==> src/core/phyx_pkg.sv <==
/*
 * Package for the extended control and status register of the transceiver.
 * Assumes one 200 MHz core clock and a management frame engine elsewhere.
 */
package phyx_pkg;

   localparam logic [4:0] PHYX_ADDR_EXT_CTRL2 = 5'h13;
   localparam int PHYX_REG_W = 16;

   localparam int PHYX_BIT_ROLE = 15;
   localparam int PHYX_BIT_SWMODE = 14;
   localparam int PHYX_BIT_RFAULT = 13;
   localparam int PHYX_BIT_HIZ = 7;
   localparam int PHYX_BIT_APD = 0;

   // Bits stored on a write: 12, 11, 9, 8, 7 and 6 to 0.
   localparam logic [15:0] PHYX_WR_MASK = 16'h1BFF;
   localparam logic [15:0] PHYX_CTRL_RST = 16'h0001;
   // Edges after reset release until the second synchroniser stage is valid.
   localparam logic [1:0] PHYX_SYNC_FILL = 2'h2;

   typedef struct packed {
      logic wr;
      logic rd;
      logic [4:0] addr;
      logic [15:0] wdata;
   } phyx_mgmt_req_type;

   typedef struct packed {
      logic carrier_sense;
      logic sqe_test_enable;
      logic tx100_power_down;
      logic line_tx_pos;
      logic line_tx_neg;
      logic line_tx_oe_n;
   } phyx_line_type;

   typedef struct packed {
      logic [1:0] role_sync;
      logic [1:0] cfg_sync;
      logic [1:0] fill;
      logic captured;
      logic node_repeater_select;
      logic software_config_mode;
      logic [15:0] ctrl;
      logic [15:0] rdata;
      logic rd_valid;
      phyx_line_type line;
   } phyx_state_type;

endpackage

==> src/core/phyx_ext_ctrl2.sv <==
/*
 * Extended control register two of the transceiver with its control effects.
 * Assumes a management frame engine that presents one-cycle read and write
 * strobes with a register address, and line/status inputs on the core clock
 * except the two strap pins, which are synchronised here.
 */
// Operation
// - Bit 15 reads the role, node 0 or repeater 1, from the role strap.
// - In node mode the post-transmit collision test is enabled by default.
// - In node mode carrier sense follows transmit or receive activity.
// - Bit 14 is read-only and reads the configuration mode from its strap.
// - In software mode the written register bits govern configuration.
// - Bit 13 is read-only and mirrors the partner's remote fault flag.
// - Bit 7, default 0, puts the transmit pair in high impedance when 1.
// - Bit 0, default 1, powers down the 100 Mb/s transceiver at 10 Mb/s.
// - Isolating the device also powers down the 100 Mb/s transceiver.
// - Reserved bits reset to 0; bit 10 is read-only, others writable.
// - The collision test is suppressed in full duplex and repeater mode.
`timescale 1ns/100ps
module phyx_ext_ctrl2
   import phyx_pkg::*;
(
   input wire logic i_core_clk,
   input wire logic i_sys_rst,
   input wire logic i_role_strap,
   input wire logic i_cfg_strap,
   input wire logic i_mgmt_wr,
   input wire logic i_mgmt_rd,
   input wire logic [4:0] i_mgmt_addr,
   input wire logic [15:0] i_mgmt_wdata,
   input wire logic i_lp_remote_fault,
   input wire logic i_speed_10,
   input wire logic i_full_duplex,
   input wire logic i_isolate,
   input wire logic i_sqe_inhibit,
   input wire logic i_tx_active,
   input wire logic i_rx_active,
   input wire logic i_line_tx_pos,
   input wire logic i_line_tx_neg,
   output logic [15:0] o_mgmt_rdata,
   output logic o_mgmt_rd_valid,
   output logic o_node_repeater_select,
   output logic o_software_config_mode,
   output logic o_carrier_sense,
   output logic o_sqe_test_enable,
   output logic o_tx100_power_down,
   output logic o_line_tx_pos,
   output logic o_line_tx_pos_oe_n,
   output logic o_line_tx_neg,
   output logic o_line_tx_neg_oe_n
);

   phyx_state_type st_r;
   phyx_state_type st_nxt;
   phyx_mgmt_req_type req;
   logic [15:0] rd_word;
   logic hiz_eff;
   logic apd_eff;

   assign req = '{wr: i_mgmt_wr, rd: i_mgmt_rd, addr: i_mgmt_addr,
                  wdata: i_mgmt_wdata};

   always_comb begin
      st_nxt = st_r;
      st_nxt.role_sync = {st_r.role_sync[0], i_role_strap};
      st_nxt.cfg_sync = {st_r.cfg_sync[0], i_cfg_strap};
      if (st_r.fill != PHYX_SYNC_FILL) begin
         st_nxt.fill = 2'(st_r.fill + 2'h1);
      end
      // Straps are caught once, after both synchroniser stages hold the pin.
      if (!st_r.captured && st_r.fill == PHYX_SYNC_FILL) begin
         st_nxt.captured = 1'b1;
         st_nxt.node_repeater_select = st_r.role_sync[1];
         st_nxt.software_config_mode = st_r.cfg_sync[1];
      end
      // Only writable bits are stored; bits 15 to 13 and 10 ignore writes.
      if (req.wr && req.addr == PHYX_ADDR_EXT_CTRL2) begin
         st_nxt.ctrl = req.wdata & PHYX_WR_MASK;
      end
      rd_word = st_r.ctrl & PHYX_WR_MASK;
      rd_word[PHYX_BIT_ROLE] = st_r.node_repeater_select;
      rd_word[PHYX_BIT_SWMODE] = st_r.software_config_mode;
      rd_word[PHYX_BIT_RFAULT] = i_lp_remote_fault;
      st_nxt.rd_valid = req.rd && req.addr == PHYX_ADDR_EXT_CTRL2;
      if (req.rd && req.addr == PHYX_ADDR_EXT_CTRL2) begin
         st_nxt.rdata = rd_word;
      end
      // Register bits steer the line only in software mode.
      hiz_eff = st_r.software_config_mode
                && st_r.ctrl[PHYX_BIT_HIZ];
      apd_eff = st_r.software_config_mode ? st_r.ctrl[PHYX_BIT_APD]
                : PHYX_CTRL_RST[PHYX_BIT_APD];
      st_nxt.line.line_tx_oe_n = hiz_eff;
      st_nxt.line.line_tx_pos = i_line_tx_pos;
      st_nxt.line.line_tx_neg = i_line_tx_neg;
      st_nxt.line.tx100_power_down = (apd_eff && i_speed_10)
                                     || i_isolate;
      st_nxt.line.carrier_sense = st_r.node_repeater_select ? i_rx_active
                                  : (i_tx_active || i_rx_active);
      st_nxt.line.sqe_test_enable = !st_r.node_repeater_select
                                    && !i_full_duplex
                                    && !i_sqe_inhibit;
   end

   always_ff @(posedge i_core_clk or posedge i_sys_rst) begin
      if (i_sys_rst) begin
         st_r <= '0;
         st_r.ctrl <= PHYX_CTRL_RST;
         st_r.line.line_tx_oe_n <= 1'b1;
      end else begin
         st_r <= st_nxt;
      end
   end

   assign o_mgmt_rdata = st_r.rdata;
   assign o_mgmt_rd_valid = st_r.rd_valid;
   assign o_node_repeater_select = st_r.node_repeater_select;
   assign o_software_config_mode = st_r.software_config_mode;
   assign o_carrier_sense = st_r.line.carrier_sense;
   assign o_sqe_test_enable = st_r.line.sqe_test_enable;
   assign o_tx100_power_down = st_r.line.tx100_power_down;
   assign o_line_tx_pos = st_r.line.line_tx_pos;
   assign o_line_tx_neg = st_r.line.line_tx_neg;
   assign o_line_tx_pos_oe_n = st_r.line.line_tx_oe_n;
   assign o_line_tx_neg_oe_n = st_r.line.line_tx_oe_n;

   // Checks of the register and its effects.
   AST_ROLE_READ: assert property (@(posedge i_core_clk)
      disable iff (i_sys_rst) o_mgmt_rd_valid
      |-> o_mgmt_rdata[PHYX_BIT_ROLE] == o_node_repeater_select)
      else $error("Role bit does not match role.");
   AST_SQE_NODE: assert property (@(posedge i_core_clk)
      disable iff (i_sys_rst) (st_r.captured && !o_node_repeater_select
      && !i_full_duplex && !i_sqe_inhibit) |=> o_sqe_test_enable)
      else $error("Collision test not enabled in node mode.");
   AST_CRS_NODE: assert property (@(posedge i_core_clk)
      disable iff (i_sys_rst) (st_r.captured && !o_node_repeater_select
      && $rose(o_node_repeater_select) == 1'b0 && i_tx_active)
      |=> o_carrier_sense)
      else $error("Carrier sense missed transmit activity.");
   AST_SW_RO: assert property (@(posedge i_core_clk)
      disable iff (i_sys_rst) st_r.captured |=> $stable(o_software_config_mode))
      else $error("Configuration mode changed after capture.");
   AST_RFAULT: assert property (@(posedge i_core_clk)
      disable iff (i_sys_rst) (i_mgmt_rd && i_mgmt_addr == PHYX_ADDR_EXT_CTRL2)
      |=> o_mgmt_rd_valid && o_mgmt_rdata[PHYX_BIT_RFAULT]
          == $past(i_lp_remote_fault))
      else $error("Remote fault bit does not mirror partner.");
   AST_HIZ: assert property (@(posedge i_core_clk)
      disable iff (i_sys_rst) (o_software_config_mode
      && st_r.ctrl[PHYX_BIT_HIZ]) |=> o_line_tx_pos_oe_n && o_line_tx_neg_oe_n)
      else $error("Transmit pair driven while tri-state set.");
   AST_APD: assert property (@(posedge i_core_clk)
      disable iff (i_sys_rst) (o_software_config_mode
      && st_r.ctrl[PHYX_BIT_APD] && i_speed_10) |=> o_tx100_power_down)
      else $error("No power-down at 10 Mb/s.");
   AST_ISO: assert property (@(posedge i_core_clk)
      disable iff (i_sys_rst) i_isolate |=> o_tx100_power_down)
      else $error("Isolate did not power down transceiver.");
   AST_RES10: assert property (@(posedge i_core_clk)
      disable iff (i_sys_rst) o_mgmt_rd_valid |-> !o_mgmt_rdata[10])
      else $error("Read-only reserved bit 10 not zero.");
   AST_SQE_SUPP: assert property (@(posedge i_core_clk)
      disable iff (i_sys_rst) (i_full_duplex || o_node_repeater_select)
      |=> !o_sqe_test_enable)
      else $error("Collision test not suppressed.");
   AST_CRS_NODE_RX: assert property (@(posedge i_core_clk)
      disable iff (i_sys_rst) (st_r.captured && !o_node_repeater_select
      && i_rx_active) |=> o_carrier_sense)
      else $error("Carrier sense missed receive activity.");
   AST_CRS_REP: assert property (@(posedge i_core_clk)
      disable iff (i_sys_rst) (st_r.captured && o_node_repeater_select)
      |=> o_carrier_sense == $past(i_rx_active))
      else $error("Repeater carrier sense does not follow receive.");
   AST_SQE_INH: assert property (@(posedge i_core_clk)
      disable iff (i_sys_rst) i_sqe_inhibit
      |=> !o_sqe_test_enable)
      else $error("Collision test enabled while inhibited.");
   AST_HIZ_OFF: assert property (@(posedge i_core_clk)
      disable iff (i_sys_rst) !(o_software_config_mode && st_r.ctrl[PHYX_BIT_HIZ])
      |=> !o_line_tx_pos_oe_n && !o_line_tx_neg_oe_n)
      else $error("Transmit pair not driven in normal operation.");
   AST_APD_OFF: assert property (@(posedge i_core_clk)
      disable iff (i_sys_rst) (!i_isolate && !i_speed_10)
      |=> !o_tx100_power_down)
      else $error("Transceiver powered down at 100 Mb/s.");
   AST_HW_APD: assert property (@(posedge i_core_clk)
      disable iff (i_sys_rst) (st_r.captured && !o_software_config_mode
      && i_speed_10) |=> o_tx100_power_down)
      else $error("Hardware mode did not use default power-down.");
   AST_ROLE_RO: assert property (@(posedge i_core_clk)
      disable iff (i_sys_rst) st_r.captured
      |=> $stable(o_node_repeater_select))
      else $error("Role changed after capture.");
   AST_SW_READ: assert property (@(posedge i_core_clk)
      disable iff (i_sys_rst) o_mgmt_rd_valid
      |-> o_mgmt_rdata[PHYX_BIT_SWMODE] == o_software_config_mode)
      else $error("Mode bit does not match configuration mode.");
   AST_NO_RD: assert property (@(posedge i_core_clk)
      disable iff (i_sys_rst) !(i_mgmt_rd && i_mgmt_addr == PHYX_ADDR_EXT_CTRL2)
      |=> !o_mgmt_rd_valid)
      else $error("Read answered without a read of this register.");
   AST_WR_STORE: assert property (@(posedge i_core_clk)
      disable iff (i_sys_rst) (i_mgmt_wr && i_mgmt_addr == PHYX_ADDR_EXT_CTRL2)
      |=> st_r.ctrl == ($past(i_mgmt_wdata) & PHYX_WR_MASK))
      else $error("Write not stored in writable bits.");
   AST_HOLD: assert property (@(posedge i_core_clk)
      disable iff (i_sys_rst) !(i_mgmt_wr && i_mgmt_addr == PHYX_ADDR_EXT_CTRL2)
      |=> $stable(st_r.ctrl))
      else $error("Control changed without a write.");
   AST_RDATA_HOLD: assert property (@(posedge i_core_clk)
      disable iff (i_sys_rst) !(i_mgmt_rd && i_mgmt_addr == PHYX_ADDR_EXT_CTRL2)
      |=> $stable(o_mgmt_rdata))
      else $error("Read data changed without a read.");
   AST_LINE_POS: assert property (@(posedge i_core_clk)
      disable iff (i_sys_rst) 1'b1
      |=> o_line_tx_pos == $past(i_line_tx_pos))
      else $error("Positive transmit line not passed through.");
   AST_LINE_NEG: assert property (@(posedge i_core_clk)
      disable iff (i_sys_rst) 1'b1
      |=> o_line_tx_neg == $past(i_line_tx_neg))
      else $error("Negative transmit line not passed through.");

endmodule

==> config.mk <==
export PLATFORM = sky130hd
export DESIGN_NAME = phyx_ext_ctrl2
export DESIGN_NICKNAME = d
export VERILOG_FILES = /design/src/core/phyx_pkg.sv /design/src/core/phyx_ext_ctrl2.sv
export SDC_FILE = /design/constraint.sdc
export NUM_CORES = 1
export LEC_CHECK = 0
export BUFFER_PORTS_ARGS = -buffer_cell sky130_fd_sc_hd__buf_2
export CORE_MARGIN = 4
export CORE_UTILIZATION = 29
export DETAILED_ROUTE_END_ITERATION = 8
export GPL_TIMING_DRIVEN = 1
export HOLD_SLACK_MARGIN = 0.03
export PLACE_DENSITY = 0.58
export RECOVER_POWER = 25
export SLEW_MARGIN = 20
export SYNTH_ARGS = -nofsm -noshare
export SYNTH_HDL_FRONTEND = slang
export SYNTH_SLANG_ARGS = --single-unit
==> constraint.sdc <==
create_clock -name i_core_clk -period 2.55 [get_ports i_core_clk]
set_input_delay 0.1275 -clock i_core_clk [delete_from_list [all_inputs] [get_ports i_core_clk]]
set_output_delay 0.1275 -clock i_core_clk [all_outputs]
set_load 0.005 [all_outputs]
==> qor.csv, run 1 <==
stage,metric,value,unit
outcome,run status,finished with violations,
outcome,violated checks,"capacitance limit, slew limit",
synthesis,cells after synthesis,112,
floorplanning,IO Count,62,
grt,Overflow after GRT,0,
floorplanning,Starting Density,30.2,%
placed_design,RePlAce Congestion,0.705,
floorplanning,total core area,5570,um2
synthesis,"EDFF count, synth",0,
detailed_routing,DRC violations left,0,
timing,RSZ-0062 raised after global routing,false,
placed_design,Post-DP HPWL,2080,um
detailed_routing,routed wire length per instance,12.5,um
setup_path,CP Class,in -> reg,
synthesis,ranking of synthesized cells by area,"dfrtp_1 61%, mux2_2 19%, buf_4 8.0%",
floorplanning,Die ar.,7090,um2
floorplanning,FP Rows,27,
detailed_routing,Antenna Nets Post-Route,0,
synthesis,synth unique cells,19,
detailed_routing,routed via count,988,
timing,TNS Setup,0,ns
power,Pwr Total,1.44,mW
layout,fin cells,241,
synthesis,prevailing post-synth register cell,dfrtp_1,
clocking,total clock sinks,43,
timing,Setup Skew,0.00375,ns
placed_design,Port Buffers,56,
hold_path,worst min-delay path class,in -> reg,
synthesis,most frequent cell after synthesis,dfrtp_1,
setup_path,critical path arrival,1.72,ns
floorplanning,die width,84.2,um
synthesis,Mapped Nets,149,
detailed_routing,Initial DRC Count,22,
setup_path,WP data required,2.72,ns
synthesis,sequential area share after synthesis,64.0,%
power,maximum vdd drop,0.369,mV
timing,Tcrit/Tclk final,60.8,%
synthesis,share of the synthesized area in the top cell type,60.9,%
timing,Worst-Margin Slew,1.56,ns
grt,initial antenna violation count,0,
setup_path,crit start category,input pin,
timing,Fmax achieved,645,MHz
clocking,H-tree levels,2,
detailed_routing,drt first pass iters,2,
synthesis,Synth warnings,0,
grt,largest net degree at the start of global routing,44,
setup_path,R2R setup slack,1.15,ns
synthesis,dominant cell type by area after synthesis,dfrtp_1,
timing,clock period minus final worst setup slack,1.55,ns
synthesis,Yosys reg bits,43,
layout,Final nets,205,
clocking,CTS max path bufs,2,
run,max-cap viol count,1,
layout,area delta synth->final,26.2,%
synthesis,asr flop ratio synth,100,%
clocking,Worst-path clk slew,0.08,ns
grt,first-pass GRT wire length,5350,um
setup_path,critical path peak fanout,16,
layout,Ant. Diodes,0,
layout,layout cells sized above 1,58.0,%
placed_design,Placed Cells,223,
detailed_routing,final WL,3020,um
power,pwr dens,676,nW/um2
synthesis,Synth Cell Area,1680,um2
clocking,Root Buffer Master,clkbuf_8,
grt,all-layer global routing usage,9.48,%
floorplanning,Die Height,84.2,um
timing,# setup viols final,0,
synthesis,Post-Syn Area per Cell,15.0,um2
setup_path,CP Capture Type,flip-flop,
clocking,clock latency on the worst-skew pair,0.29,ns
timing,final max-slew violation count,44,
grt,vias in the first global route,1083,
layout,"Core Util, Final",38.1,%
detailed_routing,DR vias/cell,4.10,
timing,Rel. slew slack,-3.83,%
clocking,CTS tree,built,
timing,"Hold Vio Cnt, Final",0,
clocking,Num CTS Buffers,5,
power,Leak,1.08,nW
synthesis,Commonest cells post-synth,"41 x dfrtp_1, 28 x mux2_2, 18 x buf_4, 5 x nand2_1, 3 x inv_1",
==> metal layers <==
metal | vias up | GRT usage, % | share of wire (%)
met5 | - | 0 | 0
li1 | 466 | - | -
met3 | 2 | 4.32 | 8.6
met4 | 0 | 2.19 | 0.30
met1 | 486 | 12.0 | 44
met2 | 34 | 14.8 | 47
==> layout by cell type (no fill, tap or decap) <==
cell	instances
and2_0	1
conb_1	1
o21ai_0	2
dlygate4sd3_1	10
or2_2	1
nor2b_1	1
nor4_4	2
a21o_1	2
clkinv_2	1
buf_2	56
dfstp_2	2
mux2_2	28
clkbuf_1	1
ha_1	1
xnor2_1	1
dfrtp_1	41
inv_6	1
nand2_1	5
clkbuf_8	6
nand2b_1	1
inv_1	3
nor3_1	1
buf_4	1
==> kinds of logic after synthesis <==
group	share of synthesized area (%)
flops	64.0
mux	18.7
buf+inv	9.36
simple gates	4.90
compound gates	1.49
fa+ha+maj	0.743
other cells	0.223
xor+xnor	0.520
==> power breakdown <==
part	total [mW]	switching [mW]	internal [mW]
clock	0.454	0.232	0.221
combinational	0.180	0.0675	0.112
sequential	0.802	0.0361	0.766
==> registers in the layout (all words and copies together) (netlist names), 2 cells and up <==
name / cells
rd_word: 12
o_mgmt_rdata: 15
st_nxt: 2
st_r: 5
==> area by class of cell <==
type / count / area (um2)
fill: 527 / 3450
sequential: 43 / 1080
multi-input combinational: 47 / 457
timing repair buffer: 68 / 392
tap: 72 / 90.1
clock buffer: 6 / 82.6
clock inverter: 2 / 13.8
inverter: 3 / 11.3
==> final timing paths <==
path	start	to	depth (start not counted)
max in group asynchronous	i_sys_rst	rd_word[1]$_DFFE_PP0P_	2
worst max-delay path	i_mgmt_addr[0]	o_mgmt_rdata[4]$_DFFE_PP0P_	5
worst max register to register	st_r[42]$_DFFE_PP0P_	o_software_config_mode$_DFFE_PP0P_	4
min in group asynchronous	i_sys_rst	st_nxt[45]$_DFF_PP0_	2
worst min register to register	st_nxt[47]$_DFF_PP0_	st_r[47]$_DFF_PP0_	0
worst min-delay path	i_lp_remote_fault	o_mgmt_rdata[13]$_DFFE_PP0P_	2
==> metrics by stage <==
stage / hold slack (ns) / worst slack (ns) / instance area (um2)
floorplan: 0.159 / 1.26 / 1680
global placement: 0.236 / 1.18 / 1930
detailed placement: 0.237 / 1.18 / 1930
CTS: 0.0321 / 1.15 / 2130
global route: 0.0395 / 0.880 / 2120
finish: 0.0642 / 1.00 / 2120
==> worst max-delay path: stages <==
cell      delay, ns
buf_2          0.08
nand2_1        0.12
nor4_4         0.22
clkbuf_1       0.75
mux2_2         0.42
==> repair_timing <==
action	in CTS	in global routing
resized for setup	0	0
setup buffers	0	0
setup endpoints to repair	0	0
hold buffers	10	0
hold endpoints to repair	7	0
(Power assumes the default switching activity.)
==> run 2, diff against run 1 <==
Settings changed: PLACE_DENSITY 0.58 to 0.6.
Clock period 2.55 ns to 1.25 ns, I/O delays scaled along.
==> qor.csv, run 2 (same netlist as run 1, synthesis figures left out) <==
stage,metric,value,unit,change
timing,"Hold Vio Cnt, Final",0,,unchanged
grt,M2 GR Usage,16.1,%,+1.3 points
detailed_routing,drt first pass iters,2,,unchanged
clocking,CTS tree,built,,
floorplanning,IO Count,62,,unchanged
timing,TNS Setup,0,ns,unchanged
placed_design,RePlAce Congestion,0.713,,+1.1%
grt,largest net degree at the start of global routing,21,,-52%
floorplanning,total core area,5570,um2,unchanged
timing,PnR worst setup slack,0.0476,ns,-0.953 ns
grt,all-layer global routing usage,10.1,%,+0.59 points
grt,GR peak layer,met2,,
placed_design,Post-DP HPWL,2280,um,+9.6%
grt,GR Util met1,12.1,%,+0.11 points
clocking,clock latency on the worst-skew pair,0.30,ns,about the same
setup_path,Setup crit start,st_r[42]$_DFFE_PP0P_,,
floorplanning,Die ar.,7090,um2,unchanged
detailed_routing,final WL,3240,um,+7.5%
floorplanning,die width,84.2,um,unchanged
detailed_routing,DR vias/cell,4.09,,-0.29%
timing,Tcrit/Tclk final,96.2,%,
setup_path,slowest CP cell,dfrtp_1,,
detailed_routing,routed via count,1071,,+8.4%
layout,max FFs per register,15,,unchanged
grt,Overflow after GRT,0,,unchanged
setup_path,CP top delay family,flip-flops,,
layout,Final nets,226,,+10%
clocking,Worst-path clk slew,0.09,ns,about the same
placed_design,Port Buffers,56,,unchanged
power,Pwr Total,3.15,mW,+120%
setup_path,crit start category,flip-flop,,
floorplanning,Starting Density,30.2,%,unchanged
outcome,run status,"complete, no violations",,
grt,first-pass GRT wire length,5550,um,+3.7%
timing,clock period minus final worst setup slack,1.20,ns,
layout,layout cells sized above 1,57.4,%,-0.62 points
run,max-cap viol count,0,,-1
timing,Fmax achieved,832,MHz,
clocking,CTS max path bufs,2,,unchanged
layout,post-route cell area,2360,um2,+11%
clocking,Num CTS Buffers,5,,unchanged
timing,# setup viols final,0,,unchanged
setup_path,CP Class,reg -> reg,,
detailed_routing,Antenna Nets Post-Route,0,,unchanged
setup_path,R2R setup slack,0.05,ns,-1.10 ns
layout,"Core Util, Final",42.4,%,+4.3 points
timing,RSZ-0062 raised after global routing,false,,
setup_path,WP data required,1.44,ns,-1.28 ns
setup_path,RR Startpoint,st_r[42]$_DFFE_PP0P_,,
floorplanning,Die Height,84.2,um,unchanged
layout,most frequent cells in the layout,"56 x buf_2, 41 x dfrtp_1, 28 x mux2_2",,
floorplanning,FP Rows,27,,unchanged
setup_path,CP cell instances,"inv_2, ha_2, nor2b_4, mux2_2",,
setup_path,critical path arrival,1.39,ns,-0.33 ns
detailed_routing,DRC violations left,0,,unchanged
placed_design,Placed Cells,228,,+2.2%
setup_path,CP bufs+invs,1,,-1
detailed_routing,Initial DRC Count,20,,-9.1%
clocking,Root Buffer Master,clkbuf_8,,
timing,final max-slew violation count,0,,-100%
grt,vias in the first global route,1140,,+5.3%
clocking,H-tree levels,2,,unchanged
timing,hold slack,0.235,ns,+0.170 ns
grt,initial antenna violation count,0,,unchanged
clocking,total clock sinks,43,,unchanged
timing,Setup Skew,0.00806,ns,+0.00431 ns
layout,area delta synth->final,40.3,%,
setup_path,critical path peak fanout,2,,-14
setup_path,CP max stage delay,0.41,ns,-0.34 ns
grt,grt met3 use,3.43,%,-0.88 points
layout,fin cells,262,,+8.7%
setup_path,CP Capture Type,flip-flop,,
power,pwr dens,1330,nW/um2,+97%
hold_path,worst min-delay path class,in -> async,,
layout,"leading cell type in the layout, fill and taps excluded",buf_2,,
layout,Ant. Diodes,0,,unchanged
power,Leak,1.18,nW,+9.9%
placed_design,Post-DP Area,2000,um2,+3.6%
power,maximum vdd drop,0.658,mV,+78%
detailed_routing,routed wire length per instance,12.4,um,-1.1%
placed_design,Place WS,0.0145,ns,-1.17 ns
## run 2: final timing paths
path	to	cells past startpoint
max	o_software_config_mode$_DFFE_PP0P_	4
min	st_nxt[47]$_DFF_PP0_	3
max reg2reg	o_software_config_mode$_DFFE_PP0P_	4
min reg2reg	st_r[47]$_DFF_PP0_	0
max in group asynchronous	st_r[42]$_DFFE_PP0P_	4
min in group i_core_clk	o_mgmt_rd_valid$_DFF_PP0_	3
## run 2: final cells by class
cell class	count	area [um2]
timing repair buffer	89	594
fill	530	3210
multi-input combinational	47	472
tap	72	90.1
clock inverter	3	47.5
clock buffer	5	68.8
inverter	3	11.3
sequential	43	1080
## run 2: per-layer routing
metal	wire (um)	vias to the layer above
li1	-	510
met1	1380	520
met2	1580	36
met3	220	5
met4	55	0
met5	0	-
## run 2: repair_timing
action | in CTS | in global routing
hold buffers | 24 | 1
setup endpoints to repair | 0 | 2
resized for setup | 0 | 3
endpoints found under the hold margin | 62 | 1
buffers inserted | 0 | 2
## run 2: tightest hold or removal path: cells and delay by family
family	cells	cell delay, ns
buffers and inverters	3	0.85
## run 2: power breakdown
| group | internal (mW) | switching [mW] | leakage (nW) |
|---|---|---|---|
| sequential | 1.56 | 0.0759 | 0.537 |
| clock | 0.605 | 0.495 | 0.0587 |
| combinational | 0.266 | 0.147 | 0.588 |
==> run 3, diff against run 2 <==
Settings changed: PLACE_DENSITY 0.6 to 0.58.
Clock period 1.25 ns to 1.5 ns, I/O delays scaled along.
==> qor.csv, run 3 (same netlist as run 1, synthesis figures left out) <==
stage,metric,value,unit,change
timing,RSZ-0062 raised after global routing,false,,
power,Net Sw Power,558,uW,-22%
layout,Fillers,546,,+3.0%
timing,Tcrit/Tclk final,91.1,%,-5.1 points
hold_path,Min-Delay Endpoint,o_mgmt_rd_valid$_DFF_PP0_,,
placed_design,Post-DP HPWL,2130,um,-6.8%
grt,all-layer global routing usage,9.44,%,-0.63 points
floorplanning,Die ar.,7090,um2,unchanged
hold_path,Hold Crit Depth,3,,
layout,Final nets,220,,-2.7%
grt,first-pass GRT wire length,5350,um,-3.6%
layout,Ant. Diodes,0,,unchanged
timing,TNS Setup,0,ns,unchanged
clocking,total clock sinks,43,,unchanged
detailed_routing,final WL,3030,um,-6.5%
power,Leak,1.15,nW,-2.7%
timing,Rel. slew slack,45.2,%,
clocking,CTS tree,built,,
timing,Setup Skew,0.00557,ns,-0.00249 ns
timing,# setup viols final,0,,unchanged
clocking,cts repair resizes,0,,unchanged
layout,"leading cell type in the layout, fill and taps excluded",buf_2,,
floorplanning,Starting Density,30.2,%,unchanged
floorplanning,IO Count,62,,unchanged
clocking,Post-CTS Setup Inserts,0,,unchanged
grt,largest net degree at the start of global routing,24,,+14%
layout,layout cells sized above 1,54.1,%,-3.3 points
timing,Fmax achieved,732,MHz,-12%
clocking,H-tree levels,2,,unchanged
layout,max FFs per register,15,,unchanged
clocking,clock latency on the worst-skew pair,0.29,ns,about the same
detailed_routing,routed via count,1039,,-3.0%
detailed_routing,Initial DRC Count,9,,-55%
layout,fin cells,255,,-2.7%
detailed_routing,DRC violations left,0,,unchanged
power,Sw Ratio,22.7,%,-0.038 points
detailed_routing,Antenna Nets Post-Route,0,,unchanged
setup_path,CP bufs+invs,1,,unchanged
power,maximum vdd drop,0.559,mV,-15%
outcome,run status,"complete, no violations",,
power,part of the power in the clock network,30.4,%,-4.5 points
setup_path,CP Capture Type,flip-flop,,
layout,most frequent cells in the layout,"56 x buf_2, 41 x dfrtp_1, 28 x mux2_2",,
layout,area delta synth->final,37.1,%,
hold_path,hold_sp,i_mgmt_addr[3],,
clocking,Root Buffer Master,clkbuf_8,,
detailed_routing,DR vias/cell,4.07,,-0.32%
power,pwr dens,1060,nW/um2,-20%
setup_path,critical path arrival,1.54,ns,+0.15 ns
setup_path,R2R setup slack,0.13,ns,+0.09 ns
clocking,Worst-path clk slew,0.08,ns,about the same
floorplanning,total core area,5570,um2,unchanged
grt,Overflow after GRT,0,,unchanged
setup_path,CP max stage delay,0.39,ns,-0.02 ns
power,Pwr Total,2.45,mW,-22%
timing,"Hold Vio Cnt, Final",0,,unchanged
setup_path,FF-to-FF path depth,4,,unchanged
timing,Worst-Margin Slew,0.820,ns,
placed_design,Placed Cells,224,,-1.8%
floorplanning,FP Rows,27,,unchanged
timing,final max-slew violation count,0,,unchanged
setup_path,RR Startpoint,st_r[42]$_DFFE_PP0P_,,
power,power share of the sequential group,55.7,%,+3.7 points
grt,vias in the first global route,1113,,-2.4%
setup_path,CP top delay family,flip-flops,,
floorplanning,Die Height,84.2,um,unchanged
setup_path,WP data required,1.67,ns,+0.23 ns
timing,clock period minus final worst setup slack,1.37,ns,+0.164 ns
placed_design,Port Buffers,56,,unchanged
clocking,Num CTS Buffers,5,,unchanged
power,Internal Pwr Total,1.89,mW,-22%
placed_design,RePlAce Congestion,0.665,,-6.7%
floorplanning,die width,84.2,um,unchanged
setup_path,crit start category,flip-flop,,
run,max-cap viol count,0,,unchanged
detailed_routing,drt first pass iters,4,,+2
clocking,CTS max path bufs,2,,unchanged
setup_path,slowest CP cell,dfrtp_1,,
setup_path,CP cell instances,"inv_1, ha_1, nor2b_1, mux2_2",,
setup_path,critical path peak fanout,5,,+3
setup_path,CP Class,reg -> reg,,
power,Comb pwr share,13.9,%,+0.8 points
setup_path,RR Endpoint,o_software_config_mode$_DFFE_PP0P_,,
grt,initial antenna violation count,0,,unchanged
detailed_routing,routed wire length per instance,11.9,um,-3.9%
hold_path,worst min-delay path class,in -> reg,,
run 3: worst max-delay path by stage:
stage,start,to,slack (ns),depth (start not counted)
after floorplan,st_r[42]$_DFFE_PP0P_,o_software_config_mode$_DFFE_PP0P_,0.21,4
after global placement,st_r[42]$_DFFE_PP0P_,o_software_config_mode$_DFFE_PP0P_,0.15,4
after detailed placement,st_r[42]$_DFFE_PP0P_,o_software_config_mode$_DFFE_PP0P_,0.13,4
after CTS,st_r[42]$_DFFE_PP0P_,o_software_config_mode$_DFFE_PP0P_,0.12,4
after global routing,st_r[42]$_DFFE_PP0P_,o_software_config_mode$_DFFE_PP0P_,0.07,4
final,st_r[42]$_DFFE_PP0P_,o_software_config_mode$_DFFE_PP0P_,0.13,4
run 3: routing by layer:
metal | share of wire [%] | wire [um] | vias up | global-route usage, %
li1 | - | - | 498 | -
met1 | 43 | 1300 | 504 | 12.1
met2 | 49 | 1470 | 35 | 15.1
met3 | 8.3 | 251 | 2 | 4.02
met4 | 0.33 | 10 | 0 | 1.75
met5 | 0 | 0 | - | 0
run 3: final cells by class:
class,instances,area (um2),area share (%)
Multi-Input combinational cell,47,457,19.8
Clock buffer,6,82.6,3.58
Sequential cell,43,1080,46.7
Clock inverter,1,8.76,0.379
Inverter,3,11.3,0.488
Timing Repair Buffer,83,581,25.1
Tap cell,72,90.1,3.90
run 3: stage by stage:
step                      hold slack, ns  util [%]  worst slack, ns  area [um2]
after CTS                          0.176      41.4            0.117        2310
final                              0.187      41.4            0.134        2310
after global placement             0.112      35.5            0.154        1980
after global routing               0.185      41.4           0.0740        2310
after floorplan                    0.106         -            0.213        1680
after detailed placement           0.115      35.5            0.132        1980
run 3: tightest hold or removal path, cell delays in order:
cell and delay, ns:
buf_2 0.13, nor4_4 0.06, buf_12 0.15
run 3: power groups by stage:
stage | Combinational (mW) | Clock (mW) | Sequential, mW
6_report | 0.342 | 0.745 | 1.37
5_1_grt | 0.381 | 0.843 | 1.39
4_1_cts | 0.350 | 0.803 | 1.37
3_5_place_dp | 0.301 | 0 | 1.39
3_3_place_gp | 0.295 | 0 | 1.39
2_1_floorplan | 0.238 | 0 | 1.37
run 3: repair_timing:
action                     4_1_cts  5_1_grt
setup endpoints to repair        0        0
hold buffers                    24        0
hold endpoints to repair        40        0
